`src/hdl/scsr_pkg.sv`:
```
// Constants, register map and types of the servo command source and soft-start ramp.
// How it works
// - Accel time 0..10000 ms sets the rise time from zero to 4500 r/min.
// - Decel time 0..10000 ms, default 0, sets the fall time to zero.
// - Pulse smoothing constant, 0.1 ms steps 0..640, applies only to pulse commands.
// - Speed limit 0..4500, default 3000, clamps speed only in torque control.
// - Select 1 off, select 2 on: first internal speed, default 100 r/min.
// - Both selects on: second internal speed, default 200 r/min.
// - Select 1 on, select 2 off: third internal speed, default 300 r/min.
// - Ramping acts on internal and analog speeds, never on pulse commands.
// - Ramp slope stays constant, so duration scales with target over 4500 r/min.
// - Any external input change takes effect within 6 ms.
// - Mode 4, both selects off: follow analog speed, ramped with the accel and decel times.
// - Mode 6, both selects off: follow analog torque after input sampling only.
// - Mode 5 speed intervals: positioning-complete output shows speed coincidence.
// - Modes 7, 8, 9 turn the direction input into the mode switch input.
// - Switch off/on: mode 7 position/speed, 8 position/torque, 9 torque/speed.
// - After entering position control, pulses are dropped until positioning completes.
// - Trapezoidal ramp with independently set acceleration and deceleration slopes.
// - Lock threshold 0..4500, default 10, engages position lock in speed control.
// - Position loop gain 1..500 per second, default 40, sets holding stiffness.
// - Mode 3, both selects off: decelerate with decel time to standstill, locking once speed falls to the lock threshold.
package scsr_pkg;
    localparam int CLK_PERIOD_NS = 100;
    localparam int CYC_PER_MS    = 1000000 / CLK_PERIOD_NS;
    localparam int INPUT_DELAY_MS = 6;
    localparam int SCAN_MS        = 1;
    localparam int SCAN_CYC       = SCAN_MS * CYC_PER_MS;

    localparam int SPEED_W = 13;
    localparam int TIME_W  = 14;
    localparam int SMOOTH_W = 10;
    localparam int GAIN_W  = 9;
    localparam int MODE_W  = 4;
    localparam int TORQ_W  = 16;
    localparam int ACC_W   = 27;

    localparam logic [SPEED_W-1:0] FULL_SCALE_RPM = 13'h1194;
    localparam logic [TIME_W-1:0]  TIME_MAX_MS    = 14'h2710;
    localparam logic [SMOOTH_W-1:0] SMOOTH_MAX    = 10'h280;
    localparam logic [GAIN_W-1:0]  GAIN_MIN       = 9'h001;
    localparam logic [GAIN_W-1:0]  GAIN_MAX       = 9'h1F4;

    localparam logic [TIME_W-1:0]   DEF_ACCEL_MS    = 14'h0000;
    localparam logic [TIME_W-1:0]   DEF_DECEL_MS    = 14'h0000;
    localparam logic [SMOOTH_W-1:0] DEF_SMOOTH      = 10'h000;
    localparam logic [SPEED_W-1:0]  DEF_SPEED_LIMIT = 13'h0BB8;
    localparam logic [SPEED_W-1:0]  DEF_INT_SPEED1  = 13'h0064;
    localparam logic [SPEED_W-1:0]  DEF_INT_SPEED2  = 13'h00C8;
    localparam logic [SPEED_W-1:0]  DEF_INT_SPEED3  = 13'h012C;
    localparam logic [SPEED_W-1:0]  DEF_LOCK_SPEED  = 13'h000A;
    localparam logic [GAIN_W-1:0]   DEF_POS_GAIN    = 9'h028;
    localparam logic [MODE_W-1:0]   DEF_MODE        = 4'h3;

    localparam logic [MODE_W-1:0] MODE_SPEED      = 4'h0;
    localparam logic [MODE_W-1:0] MODE_POSITION   = 4'h1;
    localparam logic [MODE_W-1:0] MODE_TORQUE     = 4'h2;
    localparam logic [MODE_W-1:0] MODE_INT_ONLY   = 4'h3;
    localparam logic [MODE_W-1:0] MODE_INT_SPEED  = 4'h4;
    localparam logic [MODE_W-1:0] MODE_INT_POS    = 4'h5;
    localparam logic [MODE_W-1:0] MODE_INT_TORQUE = 4'h6;
    localparam logic [MODE_W-1:0] MODE_POS_SPEED  = 4'h7;
    localparam logic [MODE_W-1:0] MODE_POS_TORQUE = 4'h8;
    localparam logic [MODE_W-1:0] MODE_SPD_TORQUE = 4'h9;
    localparam logic [MODE_W-1:0] MODE_SPD_LOCK   = 4'hA;
    localparam logic [MODE_W-1:0] MODE_POS_PROHIB = 4'hB;

    localparam logic [11:0] OFS_MODE     = 12'h000;
    localparam logic [11:0] OFS_ACCEL    = 12'h004;
    localparam logic [11:0] OFS_DECEL    = 12'h008;
    localparam logic [11:0] OFS_SMOOTH   = 12'h00C;
    localparam logic [11:0] OFS_SPD_LIM  = 12'h010;
    localparam logic [11:0] OFS_ISPD1    = 12'h014;
    localparam logic [11:0] OFS_ISPD2    = 12'h018;
    localparam logic [11:0] OFS_ISPD3    = 12'h01C;
    localparam logic [11:0] OFS_LOCK_SPD = 12'h020;
    localparam logic [11:0] OFS_POS_GAIN = 12'h024;
    localparam logic [11:0] OFS_STATUS   = 12'h028;
    localparam logic [11:0] OFS_SPD_CMD  = 12'h02C;

    localparam int ST_KIND_LSB = 0;
    localparam int ST_POS_DONE = 2;
    localparam int ST_LOCK     = 3;
    localparam int ST_GATE     = 4;
    localparam int ST_SEL1     = 8;
    localparam int ST_SEL2     = 9;
    localparam int ST_MODE_SW  = 10;

    typedef enum logic [1:0] {KIND_SPEED, KIND_POSITION, KIND_TORQUE} scsr_kind_e;
endpackage

```
`src/hdl/scsr_core.sv`:
```
// Command-source selection, soft-start ramp and AHB-Lite register slave of the servo drive.
`timescale 1ns/100ps
module scsr_core #(
    parameter int SCAN_CYCLES = scsr_pkg::SCAN_CYC
) (
    input  wire logic                                sys_clk,
    input  wire logic                                srst,
    input  wire logic                                ce,
    input  wire logic                                hsel,
    input  wire logic [31:0]                         haddr,
    input  wire logic [1:0]                          htrans,
    input  wire logic                                hwrite,
    input  wire logic [2:0]                          hsize,
    input  wire logic [31:0]                         hwdata,
    input  wire logic                                hready,
    output logic [31:0]                              hrdata,
    output logic                                     hreadyout,
    output logic                                     hresp,
    input  wire logic                                speedSelect1,
    input  wire logic                                speedSelect2,
    input  wire logic                                rotationDirectionIn,
    input  wire logic                                pulseIn,
    input  wire logic                                pulseDirIn,
    input  wire logic signed [scsr_pkg::SPEED_W:0]   analogSpeedRef,
    input  wire logic signed [scsr_pkg::TORQ_W-1:0]  analogTorqueRef,
    input  wire logic                                inPosition,
    output logic signed [scsr_pkg::SPEED_W:0]        speedCommand,
    output logic signed [scsr_pkg::TORQ_W-1:0]       torqueCommand,
    output logic [scsr_pkg::SPEED_W-1:0]             speedLimit,
    output logic [scsr_pkg::GAIN_W-1:0]              holdGain,
    output logic [scsr_pkg::SMOOTH_W-1:0]            smoothingConstant,
    output logic                                     positionLock,
    output logic                                     positioningComplete,
    output logic                                     pulseCommand,
    output logic                                     pulseDirection,
    output logic [1:0]                               activeKind
);
    import scsr_pkg::*;

    function automatic logic [SPEED_W-1:0] absSpeed(input logic signed [SPEED_W:0] v);
        absSpeed = v[SPEED_W] ? SPEED_W'(-v) : v[SPEED_W-1:0];
    endfunction

    function automatic logic [SPEED_W-1:0] clampSpeed(input logic [31:0] v);
        clampSpeed = (v > 32'(FULL_SCALE_RPM)) ? FULL_SCALE_RPM : v[SPEED_W-1:0];
    endfunction

    // Settings registers.
    logic [MODE_W-1:0]   modeReg;
    logic [TIME_W-1:0]   accelReg;
    logic [TIME_W-1:0]   decelReg;
    logic [SMOOTH_W-1:0] smoothReg;
    logic [SPEED_W-1:0]  spdLimReg;
    logic [SPEED_W-1:0]  ispd1Reg;
    logic [SPEED_W-1:0]  ispd2Reg;
    logic [SPEED_W-1:0]  ispd3Reg;
    logic [SPEED_W-1:0]  lockSpdReg;
    logic [GAIN_W-1:0]   gainReg;

    // Bus phase state.
    logic        wrPend;
    logic        rdPend;
    logic [11:0] phaseAddr;
    logic [31:0] readMux;

    // Input synchronisers: stage A feeds only stage B.
    logic [4:0] syncA;
    logic [4:0] syncB;
    logic [4:0] syncC;
    logic [4:0] stableIn;
    logic [4:0] scanIn;
    logic       pulsePrev;
    logic [31:0] scanCnt;

    // Ramp and mode state.
    logic [ACC_W-1:0] rampAcc;
    scsr_kind_e       kindReg;
    logic             pulseGate;

    wire addrAccept = hsel & htrans[1] & hready;
    wire [4:0] syncAgree = ~(syncB ^ syncC);
    wire scanTick = (scanCnt >= 32'(SCAN_CYCLES - 1));
    wire sel1 = scanIn[0];
    wire sel2 = scanIn[1];
    wire dirOrSwitch = scanIn[2];
    wire selAny = sel1 | sel2;
    wire pulseEdge = stableIn[3] & ~pulsePrev;

    // In modes 7 to 9 the direction input is the mode switch.
    wire switchModes = (modeReg == MODE_POS_SPEED) | (modeReg == MODE_POS_TORQUE)
                     | (modeReg == MODE_SPD_TORQUE);
    wire modeSwitch = switchModes & dirOrSwitch;
    wire intModes = (modeReg >= MODE_INT_ONLY) & (modeReg <= MODE_INT_TORQUE);
    wire useInternal = intModes & selAny;

    // Internal speed picked by the select pair.
    wire [SPEED_W-1:0] intMag = (sel1 & sel2) ? ispd2Reg :
                                sel2          ? ispd1Reg :
                                                ispd3Reg;
    wire signed [SPEED_W:0] intSpeed = dirOrSwitch ? -$signed({1'b0, intMag})
                                                   : $signed({1'b0, intMag});
    wire [SPEED_W-1:0] refMag = clampSpeed(32'(absSpeed(analogSpeedRef)));
    wire signed [SPEED_W:0] refSpeed = analogSpeedRef[SPEED_W] ? -$signed({1'b0, refMag})
                                                               : $signed({1'b0, refMag});

    scsr_kind_e kindNext;
    logic signed [SPEED_W:0] targetSpeed;

    always_comb begin
        kindNext = KIND_SPEED;
        targetSpeed = '0;
        case (modeReg)
            MODE_SPEED, MODE_SPD_LOCK: begin
                targetSpeed = refSpeed;
            end
            MODE_POSITION, MODE_POS_PROHIB: begin
                kindNext = KIND_POSITION;
            end
            MODE_TORQUE: begin
                kindNext = KIND_TORQUE;
            end
            MODE_INT_ONLY: begin
                targetSpeed = useInternal ? intSpeed : '0;
            end
            MODE_INT_SPEED: begin
                targetSpeed = useInternal ? intSpeed : refSpeed;
            end
            MODE_INT_POS: begin
                targetSpeed = useInternal ? intSpeed : '0;
                kindNext = useInternal ? KIND_SPEED : KIND_POSITION;
            end
            MODE_INT_TORQUE: begin
                targetSpeed = useInternal ? intSpeed : '0;
                kindNext = useInternal ? KIND_SPEED : KIND_TORQUE;
            end
            MODE_POS_SPEED: begin
                targetSpeed = modeSwitch ? refSpeed : '0;
                kindNext = modeSwitch ? KIND_SPEED : KIND_POSITION;
            end
            MODE_POS_TORQUE: begin
                kindNext = modeSwitch ? KIND_TORQUE : KIND_POSITION;
            end
            MODE_SPD_TORQUE: begin
                targetSpeed = modeSwitch ? refSpeed : '0;
                kindNext = modeSwitch ? KIND_SPEED : KIND_TORQUE;
            end
            default: begin
                targetSpeed = '0;
            end
        endcase
    end

    // Moving toward zero or across it uses the deceleration slope, away from zero
    // the acceleration slope; the two are held apart.
    wire [SPEED_W-1:0] cmdMag = absSpeed(speedCommand);
    wire [SPEED_W-1:0] tgtMag = absSpeed(targetSpeed);
    wire signFlip = (speedCommand[SPEED_W] != targetSpeed[SPEED_W]) & (tgtMag != '0);
    wire towardZero = (cmdMag != '0) & (signFlip | (tgtMag < cmdMag));
    wire [TIME_W-1:0] rampTime = towardZero ? decelReg : accelReg;
    // Full scale is added each tick against time times cycles per ms, which keeps the
    // slope fixed and so scales the duration with the speed change.
    wire [ACC_W-1:0] rampDenom = ACC_W'(rampTime) * ACC_W'(CYC_PER_MS);
    wire [ACC_W-1:0] accSum = rampAcc + ACC_W'(FULL_SCALE_RPM);
    wire rampStep = (accSum >= rampDenom);
    wire rampUp = (targetSpeed > speedCommand);
    wire signed [SPEED_W:0] stepped = rampUp ? speedCommand + 14'sh0001
                                             : speedCommand - 14'sh0001;

    wire enteringPos = (kindNext == KIND_POSITION) & (kindReg != KIND_POSITION);
    wire lockNext = (kindNext == KIND_SPEED) & (targetSpeed == '0)
                  & (cmdMag <= lockSpdReg);
    wire coincide = (speedCommand == targetSpeed);
    wire posDoneNext = (kindNext == KIND_POSITION) ? (inPosition & (cmdMag == '0))
                                                   : coincide;

    always_comb begin
        readMux = '0;
        case (phaseAddr)
            OFS_MODE:     readMux = 32'(modeReg);
            OFS_ACCEL:    readMux = 32'(accelReg);
            OFS_DECEL:    readMux = 32'(decelReg);
            OFS_SMOOTH:   readMux = 32'(smoothReg);
            OFS_SPD_LIM:  readMux = 32'(spdLimReg);
            OFS_ISPD1:    readMux = 32'(ispd1Reg);
            OFS_ISPD2:    readMux = 32'(ispd2Reg);
            OFS_ISPD3:    readMux = 32'(ispd3Reg);
            OFS_LOCK_SPD: readMux = 32'(lockSpdReg);
            OFS_POS_GAIN: readMux = 32'(gainReg);
            OFS_STATUS: begin
                readMux[ST_KIND_LSB +: 2] = kindReg;
                readMux[ST_POS_DONE] = positioningComplete;
                readMux[ST_LOCK] = positionLock;
                readMux[ST_GATE] = pulseGate;
                readMux[ST_SEL1] = sel1;
                readMux[ST_SEL2] = sel2;
                readMux[ST_MODE_SW] = dirOrSwitch;
            end
            OFS_SPD_CMD:  readMux = 32'(speedCommand);
            default:      readMux = '0;
        endcase
    end

    // Bus slave: writes take no wait state, reads one, so a read right after a write
    // to the same register already sees the new value.
    always_ff @(posedge sys_clk) begin
        if (srst) begin
            wrPend <= 1'b0;
            rdPend <= 1'b0;
            phaseAddr <= '0;
            hrdata <= '0;
            hreadyout <= 1'b1;
            hresp <= 1'b0;
        end else if (ce) begin
            rdPend <= 1'b0;
            hreadyout <= 1'b1;
            if (rdPend) begin
                hrdata <= readMux;
            end
            if (addrAccept) begin
                phaseAddr <= {haddr[11:2], 2'b00};
                wrPend <= hwrite;
                rdPend <= ~hwrite;
                hreadyout <= hwrite;
            end else if (hready) begin
                wrPend <= 1'b0;
            end
        end
    end

    always_ff @(posedge sys_clk) begin
        if (srst) begin
            modeReg <= DEF_MODE;
            accelReg <= DEF_ACCEL_MS;
            decelReg <= DEF_DECEL_MS;
            smoothReg <= DEF_SMOOTH;
            spdLimReg <= DEF_SPEED_LIMIT;
            ispd1Reg <= DEF_INT_SPEED1;
            ispd2Reg <= DEF_INT_SPEED2;
            ispd3Reg <= DEF_INT_SPEED3;
            lockSpdReg <= DEF_LOCK_SPEED;
            gainReg <= DEF_POS_GAIN;
        end else if (ce && wrPend) begin
            case (phaseAddr)
                OFS_MODE:     modeReg <= hwdata[MODE_W-1:0];
                OFS_ACCEL:    accelReg <= (hwdata > 32'(TIME_MAX_MS)) ? TIME_MAX_MS
                                                                     : hwdata[TIME_W-1:0];
                OFS_DECEL:    decelReg <= (hwdata > 32'(TIME_MAX_MS)) ? TIME_MAX_MS
                                                                     : hwdata[TIME_W-1:0];
                OFS_SMOOTH:   smoothReg <= (hwdata > 32'(SMOOTH_MAX)) ? SMOOTH_MAX
                                                                     : hwdata[SMOOTH_W-1:0];
                OFS_SPD_LIM:  spdLimReg <= clampSpeed(hwdata);
                OFS_ISPD1:    ispd1Reg <= clampSpeed(hwdata);
                OFS_ISPD2:    ispd2Reg <= clampSpeed(hwdata);
                OFS_ISPD3:    ispd3Reg <= clampSpeed(hwdata);
                OFS_LOCK_SPD: lockSpdReg <= clampSpeed(hwdata);
                OFS_POS_GAIN: gainReg <= (hwdata > 32'(GAIN_MAX)) ? GAIN_MAX :
                                         (hwdata < 32'(GAIN_MIN)) ? GAIN_MIN :
                                         hwdata[GAIN_W-1:0];
                default: begin
                end
            endcase
        end
    end

    // Pins settle through three flops and are then scanned every millisecond, which
    // keeps the worst reaction well inside the input delay.
    always_ff @(posedge sys_clk) begin
        if (srst) begin
            syncA <= '0;
            syncB <= '0;
            syncC <= '0;
            stableIn <= '0;
            scanIn <= '0;
            scanCnt <= '0;
            pulsePrev <= 1'b0;
        end else if (ce) begin
            syncA <= {pulseDirIn, pulseIn, rotationDirectionIn, speedSelect2, speedSelect1};
            syncB <= syncA;
            syncC <= syncB;
            stableIn <= (syncB & syncAgree) | (stableIn & ~syncAgree);
            pulsePrev <= stableIn[3];
            scanCnt <= scanTick ? '0 : scanCnt + 32'h00000001;
            if (scanTick) begin
                scanIn <= stableIn;
            end
        end
    end

    // Ramp runs on every enabled clock, the control tick. Pulse commands never
    // pass through it.
    always_ff @(posedge sys_clk) begin
        if (srst) begin
            speedCommand <= '0;
            rampAcc <= '0;
        end else if (ce) begin
            if (speedCommand == targetSpeed) begin
                rampAcc <= '0;
            end else if (rampTime == '0) begin
                speedCommand <= targetSpeed;
                rampAcc <= '0;
            end else if (rampStep) begin
                speedCommand <= stepped;
                rampAcc <= accSum - rampDenom;
            end else begin
                rampAcc <= accSum;
            end
        end
    end

    always_ff @(posedge sys_clk) begin
        if (srst) begin
            kindReg <= KIND_SPEED;
            pulseGate <= 1'b0;
            positioningComplete <= 1'b0;
            positionLock <= 1'b0;
            holdGain <= '0;
            speedLimit <= FULL_SCALE_RPM;
            torqueCommand <= '0;
            smoothingConstant <= '0;
            pulseCommand <= 1'b0;
            pulseDirection <= 1'b0;
            activeKind <= '0;
        end else if (ce) begin
            kindReg <= kindNext;
            activeKind <= kindNext;
            positioningComplete <= posDoneNext;
            positionLock <= lockNext;
            holdGain <= lockNext ? gainReg : '0;
            speedLimit <= (kindNext == KIND_TORQUE) ? spdLimReg : FULL_SCALE_RPM;
            torqueCommand <= (kindNext == KIND_TORQUE) ? analogTorqueRef : '0;
            smoothingConstant <= (kindNext == KIND_POSITION) ? smoothReg : '0;
            // Entering position control closes the gate until positioning completes;
            // the host is expected to wait a further 6 ms before sending.
            if (enteringPos) begin
                pulseGate <= 1'b0;
            end else if ((kindNext == KIND_POSITION) && posDoneNext) begin
                pulseGate <= 1'b1;
            end
            pulseCommand <= pulseEdge & pulseGate & (kindReg == KIND_POSITION)
                          & (kindNext == KIND_POSITION);
            pulseDirection <= stableIn[4];
        end
    end
endmodule // scsr_core

```
`config.mk`:
```
export PLATFORM = sky130hd
export DESIGN_NAME = scsr_core
export DESIGN_NICKNAME = d
export VERILOG_FILES = /design/src/hdl/scsr_pkg.sv /design/src/hdl/scsr_core.sv
export SDC_FILE = /design/constraint.sdc
export NUM_CORES = 1
export LEC_CHECK = 0
export ABC_AREA = 1
export BUFFER_PORTS_ARGS = -buffer_cell sky130_fd_sc_hd__buf_2
export CELL_PAD_IN_SITES_DETAIL_PLACEMENT = 0
export CELL_PAD_IN_SITES_GLOBAL_PLACEMENT = 1
export CORE_MARGIN = 2
export CORE_UTILIZATION = 47
export CTS_BUF_LIST = sky130_fd_sc_hd__clkbuf_16
export DETAILED_ROUTE_END_ITERATION = 6
export GPL_ROUTABILITY_DRIVEN = 0
export PLACE_DENSITY_LB_ADDON = 0.2
export SETUP_SLACK_MARGIN = 0.3
export SKIP_CTS_REPAIR_TIMING = 1
export SYNTH_ARGS = -nofsm -noshare
export SYNTH_HDL_FRONTEND = slang
export SYNTH_SLANG_ARGS = --single-unit
```
`constraint.sdc`:
```
create_clock -name sys_clk -period 38.7 [get_ports sys_clk]
set_clock_uncertainty 0.1 [all_clocks]
set_input_delay 7.74 -clock sys_clk [delete_from_list [all_inputs] [get_ports sys_clk]]
set_output_delay 7.74 -clock sys_clk [all_outputs]
set_load 0.01 [all_outputs]
```
# ---- After elaboration in Yosys (flattened, before gate mapping)
# Cells that the tools add are included.
dict set report word_totals {
  ff_bits 313
  inputBits 111
  out_inout_bits 102
  elab_cells 194
}
dict set report classes {
  addsub 10
  multipliers 1
  n_lt_le_gt_ge 13
  eq_ne 28
  mux 46
  n_bitwise 29
  n_reduce_logical 33
}
# op n
set ops {}
lappend ops {{21-bit one-hot mux with 8 select lines} 1}
lappend ops {{14-bit two-way mux} 10}
lappend ops {{13-bit two-way mux} 8}
lappend ops {{27-bit two-way mux} 3}
lappend ops {{5-bit one-hot mux with 12 select lines} 1}
lappend ops {{14-bit one-hot mux with 4 select lines} 1}
lappend ops {{10-bit by 3-bit equality test with 1-bit output (second input constant)} 4}
lappend ops {{10-bit by 4-bit equality test with 1-bit output (second input constant)} 4}
lappend ops {{13-bit negation} 3}
lappend ops {{3-bit one-hot mux with 11 select lines} 1}
lappend ops {{32-bit by 1-bit adder with 32-bit output (second input constant)} 1}
lappend ops {{32-bit by 14-bit greater-or-equal comparator with 1-bit output (second input constant)} 1}
lappend ops {{32-bit by 10-bit > comparator with 1-bit output (second input constant)} 1}
lappend ops {{32-bit by 13-bit > comparator with 1-bit output (second input constant)} 1}
lappend ops {{32-bit by 14-bit > comparator with 1-bit output (second input constant)} 1}
lappend ops {{32-bit by 9-bit > comparator with 1-bit output (second input constant)} 1}
lappend ops {{32-bit by 1-bit less-than comparator with 1-bit output (second input constant)} 1}
lappend ops {{32-bit two-way mux} 1}
lappend ops {{3-bit one-hot mux with 10 select lines} 1}
lappend ops {{2-bit AND reduction} 15}
lappend ops {{14-bit logical NOT} 2}
lappend ops {{13-bit negation with 14-bit output} 2}
lappend ops {{27-bit by 13-bit adder with 27-bit output (second input constant)} 1}
lappend ops {{27-bit greater-or-equal comparator} 1}
lappend ops {{44 further kinds} 94}

# ---- Depth between registers and ports, before layout
dict set report depth {
  ltp_word 20
  depth_mapped 84
  depth_no_buf 80
}

# ---- Worst setup path before layout
# No wires, ideal clock.
dict set report synth_timing {
  kind {input-to-reg}
  startpoint {input port analogSpeedRef[0] (netlist name)}
  endpoint {register speedCommand[11] (netlist name)}
  setup_ps 86
  t_arrival_ps 17873
  required_time_ps 38514
  path_slack_ps 20642
  path_stages 80
  n_path_buf 3
  cell_sequence {inv_1 -> ha_1 -> nand3_2 -> nand2_2 -> nand2_1 -> nand2_1 -> nand2_1 -> inv_1 -> nand2_1 -> nor2_2 -> nand2_2 -> nand2_4 -> buf_6 -> nand2_1 -> ha_1 -> nand3_1 -> o21ai_0 -> inv_1 -> (+44 left out) -> a21oi_1 -> o21bai_1 -> xor2_1 -> inv_1 -> nand3_1 -> nand2_1 -> ha_1 -> nand2_1 -> nor4_1 -> a221oi_1 -> nand2_1 -> inv_1 -> nand2_1 -> nand2_1 -> inv_1 -> clkbuf_1 -> nor2_1 -> a211oi_1}
}
dict set report synth_via {
  elab_chain_cells 19
  word_cells_on_any_way 29
  cone_classes {add/sub (3); mul (1); order compare (4); eq/ne (2); mux (11); bitwise (4); reduce/logical (4)}
}
# element line
set synth_lines {}
lappend synth_lines {{from (decl)} scsr_core.sv:24} ;# input wire logic signed [scsr_pkg::SPEED_W:0] analogSpeedRef,
lappend synth_lines {{13-bit negation} scsr_core.sv:41} ;# absSpeed = v[SPEED_W] ? SPEED_W'(-v) : v[SPEED_W-1:0];
lappend synth_lines {{13-bit two-way mux (*)} scsr_core.sv:41}
lappend synth_lines {{13-bit > comparator} scsr_core.sv:45} ;# clampSpeed = (v > 32'(FULL_SCALE_RPM)) ? FULL_SCALE_RPM : v[SPEED_W-1:0];
lappend synth_lines {{13-bit two-way mux (*)} scsr_core.sv:45}
lappend synth_lines {{13-bit negation with 14-bit output} scsr_core.sv:103} ;# wire signed [SPEED_W:0] refSpeed = analogSpeedRef[SPEED_W] ? -$signed({1'b0, refMag})
lappend synth_lines {{14-bit two-way mux (*)} scsr_core.sv:103}
lappend synth_lines {{14-bit two-way mux, on equally long branches} {scsr_core.sv:137, scsr_core.sv:144, scsr_core.sv:126}}
lappend synth_lines {{14-bit one-hot mux with 4 select lines (*)} scsr_core.sv:112} ;# case (modeReg)
lappend synth_lines {{branches (longest 11 deep; another with 27-bit greater-or-equal comparator)} n/a}
lappend synth_lines {{to (signal assigned)} scsr_core.sv:299} ;# speedCommand <= targetSpeed;
lappend synth_lines {{to (signal assigned)} scsr_core.sv:302} ;# speedCommand <= stepped;
lappend synth_lines {{to (decl)} scsr_core.sv:27} ;# output logic signed [scsr_pkg::SPEED_W:0] speedCommand,
# Every way passes the cells marked *. The select of a mux whose other input is x is not followed.
# A chain may end at the register's enable or synchronous reset.

# ---- Final worst setup path
dict set report layout_timing {
  startpoint {input port analogSpeedRef[13] (netlist name)}
  endpoint {register speedCommand[3] (netlist name)}
}
dict set report layout_via {
  elab_chain_cells 18
  word_cells_on_any_way 28
  cone_classes {add/sub (2); mul (1); order compare (4); eq/ne (2); mux (11); bitwise (4); reduce/logical (4)}
}
# element line
set layout_lines {}
lappend layout_lines {{13-bit two-way mux} scsr_core.sv:41}
lappend layout_lines {{13-bit > comparator} scsr_core.sv:45}
lappend layout_lines {{13-bit two-way mux} scsr_core.sv:45}
lappend layout_lines {{13-bit negation with 14-bit output} scsr_core.sv:103}
lappend layout_lines {{14-bit two-way mux (*)} scsr_core.sv:103}
lappend layout_lines {{14-bit two-way mux, on equally long branches} {scsr_core.sv:137, scsr_core.sv:144, scsr_core.sv:126}}
lappend layout_lines {{14-bit one-hot mux with 4 select lines (*)} scsr_core.sv:112}
lappend layout_lines {{branches (longest 11 deep; another with 27-bit greater-or-equal comparator)} n/a}
# Marked as above.

==> impl_metrics.csv <==
group,metric,value,unit
run_status,status,"completed",
clocking,numCtsBuffers,34,
power,leakagePower,0.01039,uW
worst_hold_path,min_path_cells,2,
die,dieArea,43890,sq um
global_route,gr-total-overflow,0,
sta,slew_headroom,15.55,%
synthesis,yosysSeqAreaShare,29.65,%
die,die-height,209.5,um
drt,totalWireLength,62.57,mm
drt,drt_iter0_drc,1667,
clocking,h-tree-depth,2,
place,io_buffer_count,185,
worst_hold_path,hold_class,"reg2reg",
cells_and_area,final_cell_mix,"546 x nand2_1, 414 x inv_1, 310 x a21oi_1",
clocking,cts_sinks,294,
sta,fin_setup_tns,0,ns
power,cellPowerDensity,67.70,nW/um^2
drt,vias,19490,
drt,drt-wirelength-per-cell,17.53,um
cells_and_area,drive_gt1_share,10.56,%
place,hpwl,47.77,mm
synthesis,synth_ff_type,"dfxtp_1",
sta,tightest_slew,1.259,ns
drt,drtPass1Iterations,5,
worst_hold_path,min_to,"scanCnt[28]",
cells_and_area,final_cell_area,22130,sq um
clocking,cts_tree,"built",
cells_and_area,final_common_cell,"nand2_1",
synthesis,synth_edf_count,0,
die,core-area,41850,sq um
cells_and_area,nets,3298,
synthesis,syn_area_per_cell,6.881,sq um
worst_setup_path,arrival,20.94,ns
worst_setup_path,r2r_end,"speedCommand[3]",
sta,fin_crit_sh,53.09,%
synthesis,synth_top_area_share,29.65,%
power,power,1498,uW
drt,via_per_inst,5.460,
worst_setup_path,crit_type,"in2reg",
worst_setup_path,required,39.10,ns
worst_hold_path,min_from,"scanCnt[28]",
synthesis,ys_warn_count,0,
die,start_util,47.43,%
synthesis,synth_seq_cells,294,
flow_run,max-cap-violations,0,
global_route,grt_max_degree,92,
clocking,cts_buffer_depth,3,
cells_and_area,final_cells,3569,
worst_setup_path,reg2reg_from,"modeReg[2]",
sta,slew_viol_final,0,
global_route,grt_pass1_wl,98.52,mm
synthesis,synth_nets,3180,
synthesis,synthArstFlopShare,0,%
worst_setup_path,reg2reg_depth,71,
synthesis,synth_area,19850,sq um
cells_and_area,fillers,4253,
die,std_cell_rows,75,
clocking,root_buffer,"clkbuf_16",
die,pin_count,213,
worst_setup_path,max_stage_delay,0.54,ns
global_route,grt_usage,28.35,%
drt,drc,0,
cells_and_area,areaGrowthSynthToFinish,11.48,%
worst_setup_path,endpoint_kind,"register",
global_route,grt_pass1_vias,18190,
clocking,insertion_delay,0.56,ns
worst_setup_path,crit_top_cell,"nand2_1",
worst_setup_path,cp_slowest_cell,"o21ai_1",
synthesis,synth_area_leaders,"dfxtp_1 30%, nand2_1 10%, ha_1 9.6%, a21oi_1 7.8%, inv_1 7.7%",
sta,layout_min_cycle_time,20.54,ns
power,ir_drop,0.00005823,V
die,die_w,209.5,um
drt,postRouteAntennaNets,0,
sta,hold_violations,0,
sta,fmax,0.04867,GHz
sta,finalSetupViolCount,0,
clocking,clk_pin_slew,0.06,ns
synthesis,syn_inst,2885,
synthesis,synth_cell_type_count,56,
sta,hold_ws,0.3340,ns
place,place_inst,3506,
worst_setup_path,r2r_setup_slack,25.44,ns
worst_setup_path,worstPathMaxFanout,44,
synthesis,yosys.area.top_type,"dfxtp_1",
sta,rsz0062_at_grt,"no",
worst_setup_path,critPathLaunchType,"input pin",
global_route,grt_antenna_before_repair,2,
place,post_dp_cell_area,21000,sq um
layer usage:
layer | GRT usage, % | wire (um) | up-vias
met5 | 0 | 12 | -
met3 | 5.222 | 4365 | 129
met2 | 47.13 | 29020 | 615
met4 | 11.20 | 2640 | 2
li1 | - | - | 9762
met1 | 36.51 | 26530 | 8978
sequential cells by signal, indices dropped and copies added (netlist names), 14 cells and up:
name           cells
torqueCommand     16
scanCnt           32
speedCommand      14
hrdata            15
accelReg          14
decelReg          14
rampAcc           25
metrics by stage:
step / util [%] / worst slack, ns
6_report: 52.87 / 18.16
5_1_grt: 52.87 / 16.65
4_1_cts: 52.87 / 18.08
3_5_place_dp: 50.17 / 17.55
3_3_place_gp: 50.17 / 17.72
2_1_floorplan: - / 20.64
final cells by class:
class	count	area (sq um)	area share, %
Inverter	433	1627	7.350
Timing Repair Buffer	200	1041	4.704
Multi-Input combinational cell	2040	11770	53.19
Clock inverter	28	277.8	1.255
Antenna cell	1	2.502	0.01131
Clock buffer	34	850.8	3.845
Tap cell	539	674.4	3.048
Sequential cell	294	5886	26.60
where the power goes:
| part | switching [uW] | internal, uW | total, uW |
|---|---|---|---|
| logic | 524 | 324 | 849 |
| registers | 8.88 | 311 | 320 |
| clock network | 139 | 190 | 329 |
| total | 673 | 826 | 1500 |
worst max path at each step:
stage,slack (ns),startpoint,to
after floorplan,20.64,analogSpeedRef[0],speedCommand[11]
after global placement,17.72,analogSpeedRef[13],speedCommand[2]
after detailed placement,17.55,analogSpeedRef[13],speedCommand[2]
after CTS,18.08,analogSpeedRef[13],speedCommand[3]
after global routing,16.65,analogSpeedRef[13],speedCommand[9]
final,18.16,analogSpeedRef[13],speedCommand[3]
critical path: cells and delay by family:
family                   cells  cell delay, ns
AND/OR/NAND/NOR             33            3.77
adder cells (fa/ha/maj)     10            3.59
AO/OA/AOI/OAI               16            3.05
buffers and inverters       15            2.51
XOR/XNOR                     1            0.21
cells in the mapped netlist, types with 3 or more instances:
master     number
a31oi_1         7
nand4_1        25
o21bai_1       17
nand3_2         8
o2111ai_1       3
a21o_1          7
o31ai_1         3
o211ai_1       27
inv_2          13
clkinv_1       11
o22ai_1        24
ha_1          153
o21ai_2         8
buf_2           3
fa_1           31
o221ai_1        8
nor3_1         35
nor2_2          7
nand3_1       122
o21ai_0       241
nand2_2        20
inv_1         409
a21oi_1       310
buf_4          24
xor2_1         52
dfxtp_1       294
a221oi_1       30
nand3b_1        7
buf_1           7
xnor2_1        22
a211oi_1       11
nand2_1       546
buf_6           3
clkbuf_1       80
or4_1           3
or2_2           9
nor2_1        248
o21ai_1         9
nor4_1         25
logic make-up after synthesis:
group	count (synthesis)	synth area share, %
xor gates and xnor gates	75	3.404
AOI/OAI and AO/OA	719	20.35
buffers and inverters	551	11.09
DFF	294	29.65
adders and majority gates	184	12.77
other	1	0.01889
and+or+nand+nor	1061	22.72
Note: power is estimated with default switching activity, not from simulation.
